### config.mk
export PLATFORM = sky130hd
export DESIGN_NAME = dbpt_top
export DESIGN_NICKNAME = d
export VERILOG_FILES = /design/src/hw/dbpt_pkg.sv /design/src/hw/dbpt_rx_buf.sv /design/src/hw/dbpt_top.sv
export SDC_FILE = /design/constraint.sdc
export NUM_CORES = 2
export LEC_CHECK = 0
export ABC_AREA = 1
export CAP_MARGIN = 20
export CORE_ASPECT_RATIO = 1.1
export CORE_MARGIN = 3
export CORE_UTILIZATION = 40
export DETAILED_ROUTE_END_ITERATION = 6
export DONT_BUFFER_PORTS = 1
export GPL_TIMING_DRIVEN = 0
export PLACE_DENSITY = 0.52
export SYNTH_ARGS = -nofsm -noshare
export SYNTH_HDL_FRONTEND = slang
export SYNTH_HIERARCHICAL = 1
export SYNTH_SLANG_ARGS = --single-unit
### constraint.sdc
create_clock -name mclk_in -period 6 [get_ports mclk_in]
set_input_delay 1.5 -clock mclk_in [delete_from_list [all_inputs] [get_ports mclk_in]]
set_output_delay 1.5 -clock mclk_in [all_outputs]
set_load 0.02 [all_outputs]
### src/hw/dbpt_pkg.sv
// constants shared by the dual bus packet transfer block
package dbpt_pkg;
  localparam int unsigned WORD_W      = 16;
  localparam int unsigned ADDR_W      = 23;
  localparam int unsigned CNT_W       = 16;
  localparam int unsigned NODE_W      = 4;
  localparam int unsigned NODES       = 16;
  localparam int unsigned NBUS        = 2;
  // packet layout
  localparam int unsigned PKT_WORDS   = 16;
  localparam int unsigned DATA_WORDS  = 13;
  localparam int unsigned DATA_BYTES  = 26;
  localparam int unsigned IDX_ROUTE   = 0;
  localparam int unsigned IDX_SEQ     = 1;
  localparam int unsigned IDX_DATA0   = 2;
  localparam int unsigned IDX_CSUM    = 15;
  // routing word fields
  localparam int unsigned RT_DST_LSB  = 0;
  localparam int unsigned RT_SRC_LSB  = 4;
  // bus rate: 13.33 MB/s of 16-bit words on a 10 MHz clock
  localparam int unsigned BUS_RATE_KBPS = 13330;
  localparam int unsigned CLK_KHZ       = 10000;
  localparam int unsigned BYTES_PER_WD  = 2;
  // window rounds down: rounding up gives 4 cycles and a slow bus
  localparam int unsigned PACE_WORDS  = 2;
  localparam int unsigned PACE_CYC    = (PACE_WORDS * BYTES_PER_WD * CLK_KHZ) / BUS_RATE_KBPS;
  localparam logic [15:0] CSUM_INIT   = 16'h0000;
endpackage : dbpt_pkg

### src/hw/dbpt_rx_buf.sv
// one bus receive buffer: 16-word packet store with running checksum
`timescale 1ns/100ps
`default_nettype none
module dbpt_rx_buf #(
  parameter int unsigned W     = dbpt_pkg::WORD_W,
  parameter int unsigned DEPTH = dbpt_pkg::PKT_WORDS
) (
  // clock and reset
  input  wire logic                     mclk_in,
  input  wire logic                     rst_b_in,
  // bus side
  input  wire logic                     wr_valid_in,
  input  wire logic                     wr_sop_in,
  input  wire logic [W-1:0]             wr_data_in,
  // engine side
  input  wire logic                     clear_in,
  input  wire logic [$clog2(DEPTH)-1:0] rd_idx_in,
  output logic [W-1:0]                  rd_data_out,
  output logic                          full_out,
  output logic                          csum_ok_out
);
  if (DEPTH != dbpt_pkg::PKT_WORDS || W != dbpt_pkg::WORD_W) begin : g_chk
    $error("dbpt_rx_buf: unsupported size");
  end

  logic [W-1:0]             mem_r [DEPTH];
  logic [$clog2(DEPTH)-1:0] wptr_r;
  logic [W-1:0]             acc_r;
  logic                     full_r;
  logic                     ok_r;

  // a full buffer ignores the bus until the engine has drained it
  wire take = wr_valid_in && !full_r;

  always_ff @(posedge mclk_in) begin
    if (take) begin
      mem_r[wr_sop_in ? '0 : wptr_r] <= wr_data_in;
    end
  end

  always_ff @(posedge mclk_in or negedge rst_b_in) begin
    if (!rst_b_in) begin
      wptr_r <= '0;
      acc_r  <= dbpt_pkg::CSUM_INIT;
      full_r <= 1'b0;
      ok_r   <= 1'b0;
    end else if (clear_in) begin
      wptr_r <= '0;
      acc_r  <= dbpt_pkg::CSUM_INIT;
      full_r <= 1'b0;
    end else if (take) begin
      if (wr_sop_in) begin
        wptr_r <= $clog2(DEPTH)'(1);
        acc_r  <= wr_data_in;
      end else if (wptr_r == $clog2(DEPTH)'(DEPTH - 1)) begin
        full_r <= 1'b1;
        ok_r   <= (acc_r == wr_data_in);
        wptr_r <= '0;
      end else begin
        wptr_r <= wptr_r + $clog2(DEPTH)'(1);
        acc_r  <= acc_r ^ wr_data_in;
      end
    end
  end

  assign rd_data_out = mem_r[rd_idx_in];
  assign full_out    = full_r;
  assign csum_ok_out = ok_r;
endmodule // dbpt_rx_buf
`default_nettype wire

### src/hw/dbpt_top.sv
// dual bus packet transfer: block send, two receive buffers, routing table, drain engine
//
// Behaviour
// - two buses work independently and may carry transfers at the same time.
// - each bus carries 13.33 megabytes per second.
// - packets of different transfers interleave on a bus, one packet per grant.
// - transfers start only on the block-send instruction; receivers never initiate.
// - one send moves 1 to 64k-1 bytes to one destination on one bus.
// - packet is routing word, sequence word, 13 data words, checksum word.
// - each arriving packet is checked for transmission errors before memory write.
// - each bus has its own 16-word receive buffer fed only by it.
// - buffers fill alongside microcode; a full buffer triggers the drain routine.
// - routing table has 16 entries, one per source module.
// - entry holds expected sequence, buffer address and bytes still expected.
// - when expected bytes all arrived, the running process is interrupted.
// - unprivileged send traps the issuing process when no send is busy, and otherwise does nothing.
// - moving received data into memory is invisible to the running process.
`timescale 1ns/100ps
`default_nettype none
module dbpt_top (
  // clock and reset
  input  wire logic                   mclk_in,
  input  wire logic                   rst_b_in,
  input  wire logic [3:0]             own_id_in,
  // send instruction
  input  wire logic                   send_go_in,
  input  wire logic                   send_priv_in,
  input  wire logic                   send_bus_in,
  input  wire logic [3:0]             send_dst_in,
  input  wire logic [15:0]            send_seq_in,
  input  wire logic [22:0]            send_addr_in,
  input  wire logic [15:0]            send_cnt_in,
  output logic                        send_busy_out,
  output logic                        send_done_out,
  output logic                        send_trap_out,
  // routing table maintenance
  input  wire logic                   tbl_we_in,
  input  wire logic [3:0]             tbl_idx_in,
  input  wire logic [15:0]            tbl_seq_in,
  input  wire logic [22:0]            tbl_addr_in,
  input  wire logic [15:0]            tbl_cnt_in,
  // process notification
  output logic                        msg_done_out,
  output logic [3:0]                  msg_src_out,
  output logic                        pkt_drop_out,
  // memory port
  output logic                        mem_req_out,
  output logic                        mem_we_out,
  output logic [22:0]                 mem_addr_out,
  output logic [15:0]                 mem_wdata_out,
  input  wire logic [15:0]            mem_rdata_in,
  input  wire logic                   mem_ack_in,
  // buses, index 0 is the first bus, 1 the second
  input  wire logic [1:0]             bus_rx_valid_in,
  input  wire logic [1:0]             bus_rx_sop_in,
  input  wire logic [1:0][15:0]       bus_rx_data_in,
  output logic [1:0]                  bus_rx_full_out,
  output logic [1:0]                  bus_req_out,
  input  wire logic [1:0]             bus_gnt_in,
  output logic [1:0]                  bus_tx_valid_out,
  output logic [1:0]                  bus_tx_sop_out,
  output logic [1:0][15:0]            bus_tx_data_out
);
  typedef enum logic [2:0] {
    ENG_IDLE  = 3'b000,
    ENG_CHECK = 3'b001,
    ENG_WR    = 3'b010,
    ENG_UPD   = 3'b011,
    ENG_RD    = 3'b100
  } dbpt_eng_e;

  typedef enum logic [1:0] {
    SND_IDLE = 2'b00,
    SND_LOAD = 2'b01,
    SND_REQ  = 2'b10,
    SND_XMIT = 2'b11
  } dbpt_snd_e;

  ////////////////////////////////////////////////////////////////////////////
  // receive buffers, one per bus
  logic [1:0]       full;
  logic [1:0]       csum_ok;
  logic [1:0][15:0] rd_data;
  logic [1:0]       clear_r;
  logic [3:0]       rd_idx_r;

  for (genvar b = 0; b < 2; b++) begin : g_rx
    dbpt_rx_buf u_buf (
      .mclk_in     (mclk_in),
      .rst_b_in    (rst_b_in),
      .wr_valid_in (bus_rx_valid_in[b]),
      .wr_sop_in   (bus_rx_sop_in[b]),
      .wr_data_in  (bus_rx_data_in[b]),
      .clear_in    (clear_r[b]),
      .rd_idx_in   (rd_idx_r),
      .rd_data_out (rd_data[b]),
      .full_out    (full[b]),
      .csum_ok_out (csum_ok[b])
    );
  end

  always_ff @(posedge mclk_in or negedge rst_b_in) begin
    if (!rst_b_in) bus_rx_full_out <= 2'b00;
    else           bus_rx_full_out <= full & ~clear_r;
  end

  ////////////////////////////////////////////////////////////////////////////
  // routing table, one entry per source module
  logic [15:0] tbl_seq_r  [dbpt_pkg::NODES];
  logic [22:0] tbl_addr_r [dbpt_pkg::NODES];
  logic [15:0] tbl_cnt_r  [dbpt_pkg::NODES];

  ////////////////////////////////////////////////////////////////////////////
  // drain and load engine, stands for the microroutine
  dbpt_eng_e   eng_r;
  logic        sel_r;
  logic [3:0]  src_r;
  logic [3:0]  nwd_r;
  logic [15:0] take_r;
  logic        load_done_r;
  logic [15:0] txbuf_r [dbpt_pkg::PKT_WORDS];
  dbpt_snd_e   snd_r;
  logic [22:0] snd_addr_r;
  logic [15:0] snd_cnt_r;
  logic [15:0] snd_seq_r;
  logic [3:0]  snd_dst_r;
  logic        snd_bus_r;

  wire [15:0] rt_word  = rd_data[sel_r];
  wire [3:0]  rt_src   = rt_word[dbpt_pkg::RT_SRC_LSB +: 4];
  wire [3:0]  rt_dst   = rt_word[dbpt_pkg::RT_DST_LSB +: 4];
  wire [15:0] ent_cnt  = tbl_cnt_r[src_r];
  wire        big      = ent_cnt >= 16'(dbpt_pkg::DATA_BYTES);
  wire [15:0] snd_take = (snd_cnt_r >= 16'(dbpt_pkg::DATA_BYTES)) ? 16'(dbpt_pkg::DATA_BYTES) : snd_cnt_r;
  wire [3:0]  snd_nwd  = 4'((snd_take + 16'h0001) >> 1);
  wire        mem_done = mem_req_out && mem_ack_in;
  wire        last_wd  = (rd_idx_r == 4'(dbpt_pkg::IDX_DATA0) + nwd_r - 4'h1);

  always_ff @(posedge mclk_in or negedge rst_b_in) begin
    if (!rst_b_in) begin
      eng_r         <= ENG_IDLE;
      sel_r         <= 1'b0;
      src_r         <= 4'h0;
      nwd_r         <= 4'h0;
      take_r        <= 16'h0000;
      rd_idx_r      <= 4'h0;
      clear_r       <= 2'b00;
      load_done_r   <= 1'b0;
      mem_req_out   <= 1'b0;
      mem_we_out    <= 1'b0;
      mem_addr_out  <= 23'h00_0000;
      mem_wdata_out <= 16'h0000;
      msg_done_out  <= 1'b0;
      msg_src_out   <= 4'h0;
      pkt_drop_out  <= 1'b0;
    end else begin
      clear_r      <= 2'b00;
      load_done_r  <= 1'b0;
      msg_done_out <= 1'b0;
      pkt_drop_out <= 1'b0;
      case (eng_r)
        ENG_IDLE: begin
          rd_idx_r <= 4'(dbpt_pkg::IDX_ROUTE);
          // a full buffer pre-empts send loading; runs beside the process
          if (full[0] && !clear_r[0]) begin
            sel_r <= 1'b0;
            eng_r <= ENG_CHECK;
          end else if (full[1] && !clear_r[1]) begin
            sel_r <= 1'b1;
            eng_r <= ENG_CHECK;
          end else if (snd_r == SND_LOAD && !load_done_r) begin
            rd_idx_r     <= 4'(dbpt_pkg::IDX_DATA0);
            nwd_r        <= snd_nwd;
            mem_req_out  <= 1'b1;
            mem_we_out   <= 1'b0;
            mem_addr_out <= snd_addr_r;
            eng_r        <= ENG_RD;
          end
        end
        ENG_CHECK: begin
          if (rd_idx_r == 4'(dbpt_pkg::IDX_ROUTE)) begin
            src_r    <= rt_src;
            rd_idx_r <= 4'(dbpt_pkg::IDX_SEQ);
            if (!csum_ok[sel_r] || rt_dst != own_id_in) begin
              clear_r[sel_r] <= 1'b1;
              pkt_drop_out   <= 1'b1;
              eng_r          <= ENG_IDLE;
            end
          end else if (rt_word != tbl_seq_r[src_r] || ent_cnt == 16'h0000) begin
            clear_r[sel_r] <= 1'b1;
            pkt_drop_out   <= 1'b1;
            eng_r          <= ENG_IDLE;
          end else begin
            take_r        <= big ? 16'(dbpt_pkg::DATA_BYTES) : ent_cnt;
            nwd_r         <= big ? 4'(dbpt_pkg::DATA_WORDS) : 4'((ent_cnt + 16'h0001) >> 1);
            rd_idx_r      <= 4'(dbpt_pkg::IDX_DATA0);
            // req rises in ENG_WR with the first word
            mem_we_out    <= 1'b1;
            mem_addr_out  <= tbl_addr_r[src_r];
            eng_r         <= ENG_WR;
          end
        end
        ENG_WR: begin
          mem_wdata_out <= rd_data[sel_r];
          if (mem_done) begin
            mem_req_out <= 1'b0;
            if (last_wd) begin
              eng_r <= ENG_UPD;
            end else begin
              rd_idx_r     <= rd_idx_r + 4'h1;
              mem_addr_out <= mem_addr_out + 23'h00_0001;
            end
          end else if (!mem_req_out) begin
            mem_req_out <= 1'b1;
          end
        end
        ENG_UPD: begin
          clear_r[sel_r] <= 1'b1;
          if (ent_cnt == take_r) begin
            msg_done_out <= 1'b1;
            msg_src_out  <= src_r;
          end
          eng_r <= ENG_IDLE;
        end
        ENG_RD: begin
          if (mem_done) begin
            mem_req_out <= 1'b0;
            if (last_wd) begin
              load_done_r <= 1'b1;
              eng_r       <= ENG_IDLE;
            end else begin
              rd_idx_r     <= rd_idx_r + 4'h1;
              mem_addr_out <= mem_addr_out + 23'h00_0001;
            end
          end else if (!mem_req_out) begin
            mem_req_out <= 1'b1;
          end
        end
        default: eng_r <= ENG_IDLE;
      endcase
    end
  end

  // routing table update; an engine update beats a same-cycle maintenance write
  always_ff @(posedge mclk_in) begin
    if (eng_r == ENG_UPD) begin
      tbl_seq_r[src_r]  <= tbl_seq_r[src_r] + 16'h0001;
      tbl_addr_r[src_r] <= tbl_addr_r[src_r] + 23'(nwd_r);
      tbl_cnt_r[src_r]  <= ent_cnt - take_r;
    end else if (tbl_we_in) begin
      tbl_seq_r[tbl_idx_in]  <= tbl_seq_in;
      tbl_addr_r[tbl_idx_in] <= tbl_addr_in;
      tbl_cnt_r[tbl_idx_in]  <= tbl_cnt_in;
    end
  end

  // staging packet for the send side
  always_ff @(posedge mclk_in) begin
    if (eng_r == ENG_RD && mem_done) begin
      txbuf_r[rd_idx_r] <= mem_rdata_in;
    end else if (snd_r == SND_LOAD && eng_r == ENG_IDLE && !load_done_r && !(|(full & ~clear_r))) begin
      // clear the data area so a short last packet is zero padded
      for (int i = dbpt_pkg::IDX_DATA0; i < dbpt_pkg::IDX_CSUM; i++) txbuf_r[i] <= 16'h0000;
    end
  end

  ////////////////////////////////////////////////////////////////////////////
  // send side: one packet per bus grant, paced to the bus rate
  logic [3:0]  tx_idx_r;
  logic [1:0]  pace_r;
  logic [15:0] csum_r;
  wire         pace_en = (pace_r < 2'(dbpt_pkg::PACE_WORDS));
  wire [15:0]  tx_word = (tx_idx_r == 4'(dbpt_pkg::IDX_ROUTE)) ? {8'h00, own_id_in, snd_dst_r} :
                         (tx_idx_r == 4'(dbpt_pkg::IDX_SEQ))   ? snd_seq_r :
                         (tx_idx_r == 4'(dbpt_pkg::IDX_CSUM))  ? csum_r : txbuf_r[tx_idx_r];

  always_ff @(posedge mclk_in or negedge rst_b_in) begin
    if (!rst_b_in) pace_r <= 2'b00;
    else if (pace_r == 2'(dbpt_pkg::PACE_CYC - 1)) pace_r <= 2'b00;
    else pace_r <= pace_r + 2'b01;
  end

  always_ff @(posedge mclk_in or negedge rst_b_in) begin
    if (!rst_b_in) begin
      snd_r            <= SND_IDLE;
      snd_addr_r       <= 23'h00_0000;
      snd_cnt_r        <= 16'h0000;
      snd_seq_r        <= 16'h0000;
      snd_dst_r        <= 4'h0;
      snd_bus_r        <= 1'b0;
      tx_idx_r         <= 4'h0;
      csum_r           <= dbpt_pkg::CSUM_INIT;
      send_busy_out    <= 1'b0;
      send_done_out    <= 1'b0;
      send_trap_out    <= 1'b0;
      bus_req_out      <= 2'b00;
      bus_tx_valid_out <= 2'b00;
      bus_tx_sop_out   <= 2'b00;
      bus_tx_data_out  <= '0;
    end else begin
      send_done_out    <= 1'b0;
      send_trap_out    <= 1'b0;
      bus_tx_valid_out <= 2'b00;
      bus_tx_sop_out   <= 2'b00;
      case (snd_r)
        SND_IDLE: begin
          if (send_go_in && !send_priv_in) begin
            send_trap_out <= 1'b1;
          end else if (send_go_in && send_cnt_in != 16'h0000) begin
            snd_addr_r    <= send_addr_in;
            snd_cnt_r     <= send_cnt_in;
            snd_seq_r     <= send_seq_in;
            snd_dst_r     <= send_dst_in;
            snd_bus_r     <= send_bus_in;
            send_busy_out <= 1'b1;
            snd_r         <= SND_LOAD;
          end else if (send_go_in) begin
            send_done_out <= 1'b1;
          end
        end
        SND_LOAD: begin
          if (load_done_r) begin
            bus_req_out[snd_bus_r] <= 1'b1;
            snd_r                  <= SND_REQ;
          end
        end
        SND_REQ: begin
          tx_idx_r <= 4'(dbpt_pkg::IDX_ROUTE);
          csum_r   <= dbpt_pkg::CSUM_INIT;
          if (bus_gnt_in[snd_bus_r]) snd_r <= SND_XMIT;
        end
        SND_XMIT: begin
          if (pace_en) begin
            bus_tx_valid_out[snd_bus_r] <= 1'b1;
            bus_tx_sop_out[snd_bus_r]   <= (tx_idx_r == 4'(dbpt_pkg::IDX_ROUTE));
            bus_tx_data_out[snd_bus_r]  <= tx_word;
            csum_r                      <= csum_r ^ tx_word;
            tx_idx_r                    <= tx_idx_r + 4'h1;
            if (tx_idx_r == 4'(dbpt_pkg::IDX_CSUM)) begin
              // release the bus after every packet so others interleave
              bus_req_out[snd_bus_r] <= 1'b0;
              snd_cnt_r              <= snd_cnt_r - snd_take;
              snd_addr_r             <= snd_addr_r + 23'(snd_nwd);
              snd_seq_r              <= snd_seq_r + 16'h0001;
              if (snd_cnt_r == snd_take) begin
                send_busy_out <= 1'b0;
                send_done_out <= 1'b1;
                snd_r         <= SND_IDLE;
              end else begin
                snd_r <= SND_LOAD;
              end
            end
          end
        end
        default: snd_r <= SND_IDLE;
      endcase
    end
  end
endmodule // dbpt_top
`default_nettype wire

==> impl_metrics.ini <==
[die]
die_width_microns = 443
die_h_microns = 487
num_rows = 176
fp.coreArea_sq_mm = 0.209
initial_core_util_pct = 40.3
pin_count = 273
die-area_sq_mm = 0.216

[setup_path]
start_kind = flip-flop
critPathMaxStageDelay_ns = 0.82
worst-path-max-fanout = 16
crit_arrival_ns = 6.36
end_kind = flip-flop
cp_slowest_cell = clkbuf_1
crit_top_cell = nand2_1
cp.required_ns = 6.60
crit_type = reg -> reg
cp_cell_sequence = buf_4 > buf_4 > buf_4 > clkbuf_1 > clkbuf_1 > o21ai_0 > o221ai_1 > o211ai_1 > nand2_1 > inv_1 > fa_1 > inv_1 > a21oi_1 > nor2_1 > nor2_1 > inv_1 > nand2_1 > nor2_4 > nand2_1 > nor2_1 > nand2_1 > xor2_1 > o21ai_4 > buf_12

[global_route]
grt_usage_pct = 28.5
grt_pass1_vias = 61800
grt_overflow = 0
grt_pass1_wl_microns = 448000
antenna_found_initial = 47
grt_max_degree = 254

[logic_synthesis]
synthTopCellsByArea = edfxtp_1 (51%), dfrtp_1 (7.5%), o21ai_0 (6.0%)
synthArstFlopShare_pct = 13.3
synth_top_family_by_area = simple AND/OR/NAND/NOR gates
synthSimpleGateAreaFrac_pct = 16.0
postSynthCellCount = 8370
synthXorXnorAreaFrac_pct = 0.718
ys.flop_type = edfxtp_1
synth_compound_area_share_pct = 12.4
ys.warnings.count = 6
ys_types = 61
yosysTopAreaCell = edfxtp_1
synth_fa_ha_area_share_pct = 0.770
synth-edff-count = 1440
synthesis.area_sq_mm = 0.0842
synth_area_per_cell_sq_um = 10.1
synth_mux_area_share_pct = 0.0267
syn_nets = 8603
synth-seq-area-share_pct = 63.8
synth_top_area_share_pct = 51.4
synth-seq-cells = 1901

[route]
drc = 0
num_vias = 65700
ant_nets = 0
firstDrtPassIters = 6
routed_wl_microns = 316000
routed_via_density = 5.64
drt_iter0_markers = 7824
wl_per_cell_microns = 27.1

[clock_tree]
clkTransAtPathRegs_ns = 0.06
clk_latency_ns = 0.85
cts.sinks = 1901
cts_buffer_depth = 3
hold_buffers = 0
cts_made_buffers = 204
htreeDepth = 4
tritoncts = built
cts_root_buf = clkbuf_16

[power_and_ir_drop]
peakVddDrop_mv = 0.288
pwr_density_cell_mw_per_mm2 = 519
power_w = 0.0501
leakage_nw = 36.5

[final_layout]
area_growth_pct = 14.7
drive_gt1_share_pct = 8.79
fin_cells = 11700
finish.net_count = 8926
fillCellCount = 19600

[place]
gp_congestion = 0.922
placedCellCount = 11200
port_buffers = 0
hpwlAfterDp_microns = 221000

[timing]
finalHoldViolCount = 0
finalMaxSlewViolations = 0
relSlewSlack_pct = 13.4
skew_ns = 0.0378
max_freq_mhz = 174
worstMarginPinSlew_ns = 1.30
fin_worst_hold_slack_ns = 0.350
setup_viol = 0
fin_crit_ns = 5.76
period_share_pct = 96.0
grt_setup_unrepaired = no
tns_ns = 0

[status]
outcome = finished, final reports clean

[hold_path]
worst_hold_path_type = in -> async

[flow_run]
cap_viol_max_count = 0
kinds of logic (layout without fill, tap and decap cells):
| group | count (synthesis) | count (layout) |
|---|---|---|
| AO/OA/AOI/OAI | 1855 | 1855 |
| XOR/XNOR | 69 | 69 |
| adder cells (fa/ha/maj) | 50 | 50 |
| buffers and inverters | 1231 | 1720 |
| flip-flops | 1901 | 1901 |
| multiplexers | 2 | 2 |
| other | 1 | 41 |
| AND/OR/NAND/NOR | 3261 | 3261 |
layer usage:
| metal | track usage [%] | vias to the layer above | part of all wire [%] |
|---|---|---|---|
| met5 | 0 | - | 0.012 |
| met4 | 12.8 | 6 | 4.8 |
| met3 | 4.67 | 587 | 8.0 |
| met2 | 45.5 | 3089 | 46 |
| met1 | 38.4 | 32500 | 41 |
| li1 | - | 29600 | - |
registers in the layout, indices dropped and copies added, names as in the netlist, 23 cells and up, named ones only:
signal,cells
bus_tx_data_out,32
g_rx.u_buf/acc_r,32
g_rx.u_buf/mem_r,512
mem_addr_out,23
snd_addr_r,23
tbl_addr_r,368
tbl_cnt_r,256
tbl_seq_r,256
txbuf_r,256
path summary, 6_finish.rpt:
| kind | end | startpoint | slack, ns | cells past startpoint |
|---|---|---|---|---|
| worst max-delay path | tbl_addr_r[0][16]$_DFFE_PP_ | src_r[0]$_DFFE_PN0P_ | 0.24 | 24 |
| worst min-delay path | bus_tx_valid_out[0]$_DFF_PN0_ | rst_b_in | 0.35 | 0 |
| worst max register to register | tbl_addr_r[0][16]$_DFFE_PP_ | src_r[0]$_DFFE_PN0P_ | 0.24 | 24 |
| worst min register to register | pace_r[0]$_DFF_PN0_ | pace_r[0]$_DFF_PN0_ | 0.43 | 1 |
| max in group asynchronous | mem_wdata_out[15]$_DFFE_PN0P_ | rst_b_in | 4.86 | 0 |
| min in group mclk_in | pace_r[0]$_DFF_PN0_ | pace_r[0]$_DFF_PN0_ | 0.43 | 1 |
worst max-delay path, delay by kind of cell, from the launching register on:
family / cells / cell delay [ns]
buf+inv: 9 / 2.53
xor+xnor: 1 / 0.31
fa+ha+maj: 1 / 0.42
simple gates: 8 / 1.22
compound gates: 5 / 0.69
flops: 1 / 0.32
placed cells by master, fill, tap and decap left out, types with 14 or more instances in the layout:
master / Yosys / layout
inv_2: 15 / 15
buf_12: 1 / 44
o22ai_1: 48 / 48
buf_8: 2 / 32
o221ai_1: 24 / 24
nor3_1: 36 / 35
clkbuf_8: 0 / 15
buf_1: 35 / 34
diode_2: 0 / 40
nor2_2: 5 / 37
o21ai_1: 51 / 68
ha_1: 47 / 47
inv_1: 715 / 714
or2_2: 36 / 36
o211ai_1: 317 / 317
o21ai_0: 1012 / 986
dfrtp_1: 253 / 253
nand4_1: 49 / 49
a22oi_1: 16 / 16
buf_6: 33 / 40
xor2_1: 46 / 46
buf_4: 49 / 80
buf_2: 103 / 104
nor2_4: 9 / 25
xnor2_1: 23 / 23
a31oi_1: 22 / 22
clkinv_2: 0 / 34
clkinv_1: 2 / 30
edfxtp_1: 1440 / 1440
clkbuf_1: 274 / 315
nand2_1: 1312 / 1308
a21oi_2: 20 / 20
nand3_1: 607 / 607
nor2_1: 1169 / 1121
a21oi_1: 315 / 315
clkbuf_16: 0 / 216
bufinv_16: 0 / 14
dfxtp_1: 208 / 208
synthesized netlist by cell type (46+ instances only):
cell and number:
edfxtp_1 1440, nand2_1 1312, nor2_1 1169, o21ai_0 1012, inv_1 715, nand3_1 607
o211ai_1 317, a21oi_1 315, clkbuf_1 274, dfrtp_1 253, dfxtp_1 208, buf_2 103
o21ai_1 51, buf_4 49, nand4_1 49, o22ai_1 48, ha_1 47, xor2_1 46
metrics by stage:
stage | utilization (%) | worst slack (ns) | cell area, sq um
finish | 46.2 | 0.242 | 96600
floorplan | - | 0.724 | 84200
global route | 46.1 | 0.0185 | 96500
CTS | 46.1 | 0.00550 | 96400
detailed placement | 42.9 | -0.897 | 89700
global placement | 41.9 | -5.06 | 87700
where the power goes:
| group | switching [W] | leakage [nW] | internal, W |
|---|---|---|---|
| registers | 0.00111 | 17.9 | 0.0164 |
| logic | 0.0146 | 15.3 | 0.00528 |
| clock network | 0.00533 | 3.25 | 0.00733 |
| total | 0.0211 | 36.5 | 0.0291 |
final cells by class:
class	count	area, sq um	area share (%)
timing repair buffer	121	1880	1.94
tap	2759	3450	3.58
multi-input combinational	5238	25500	26.4
clock inverter	87	811	0.840
antenna	40	100	0.104
sequential	1901	53700	55.7
buffer	494	2470	2.56
inverter	733	2760	2.86
clock buffer	285	5820	6.03
what timing repair did:
item | in CTS | in global routing
pin swaps | 0 | 1
setup buffers | 0 | 1
endpoints found under the setup margin | 400 | 250
resized for setup | 8 | 23
Note: power is estimated with default switching activity, not from simulation.
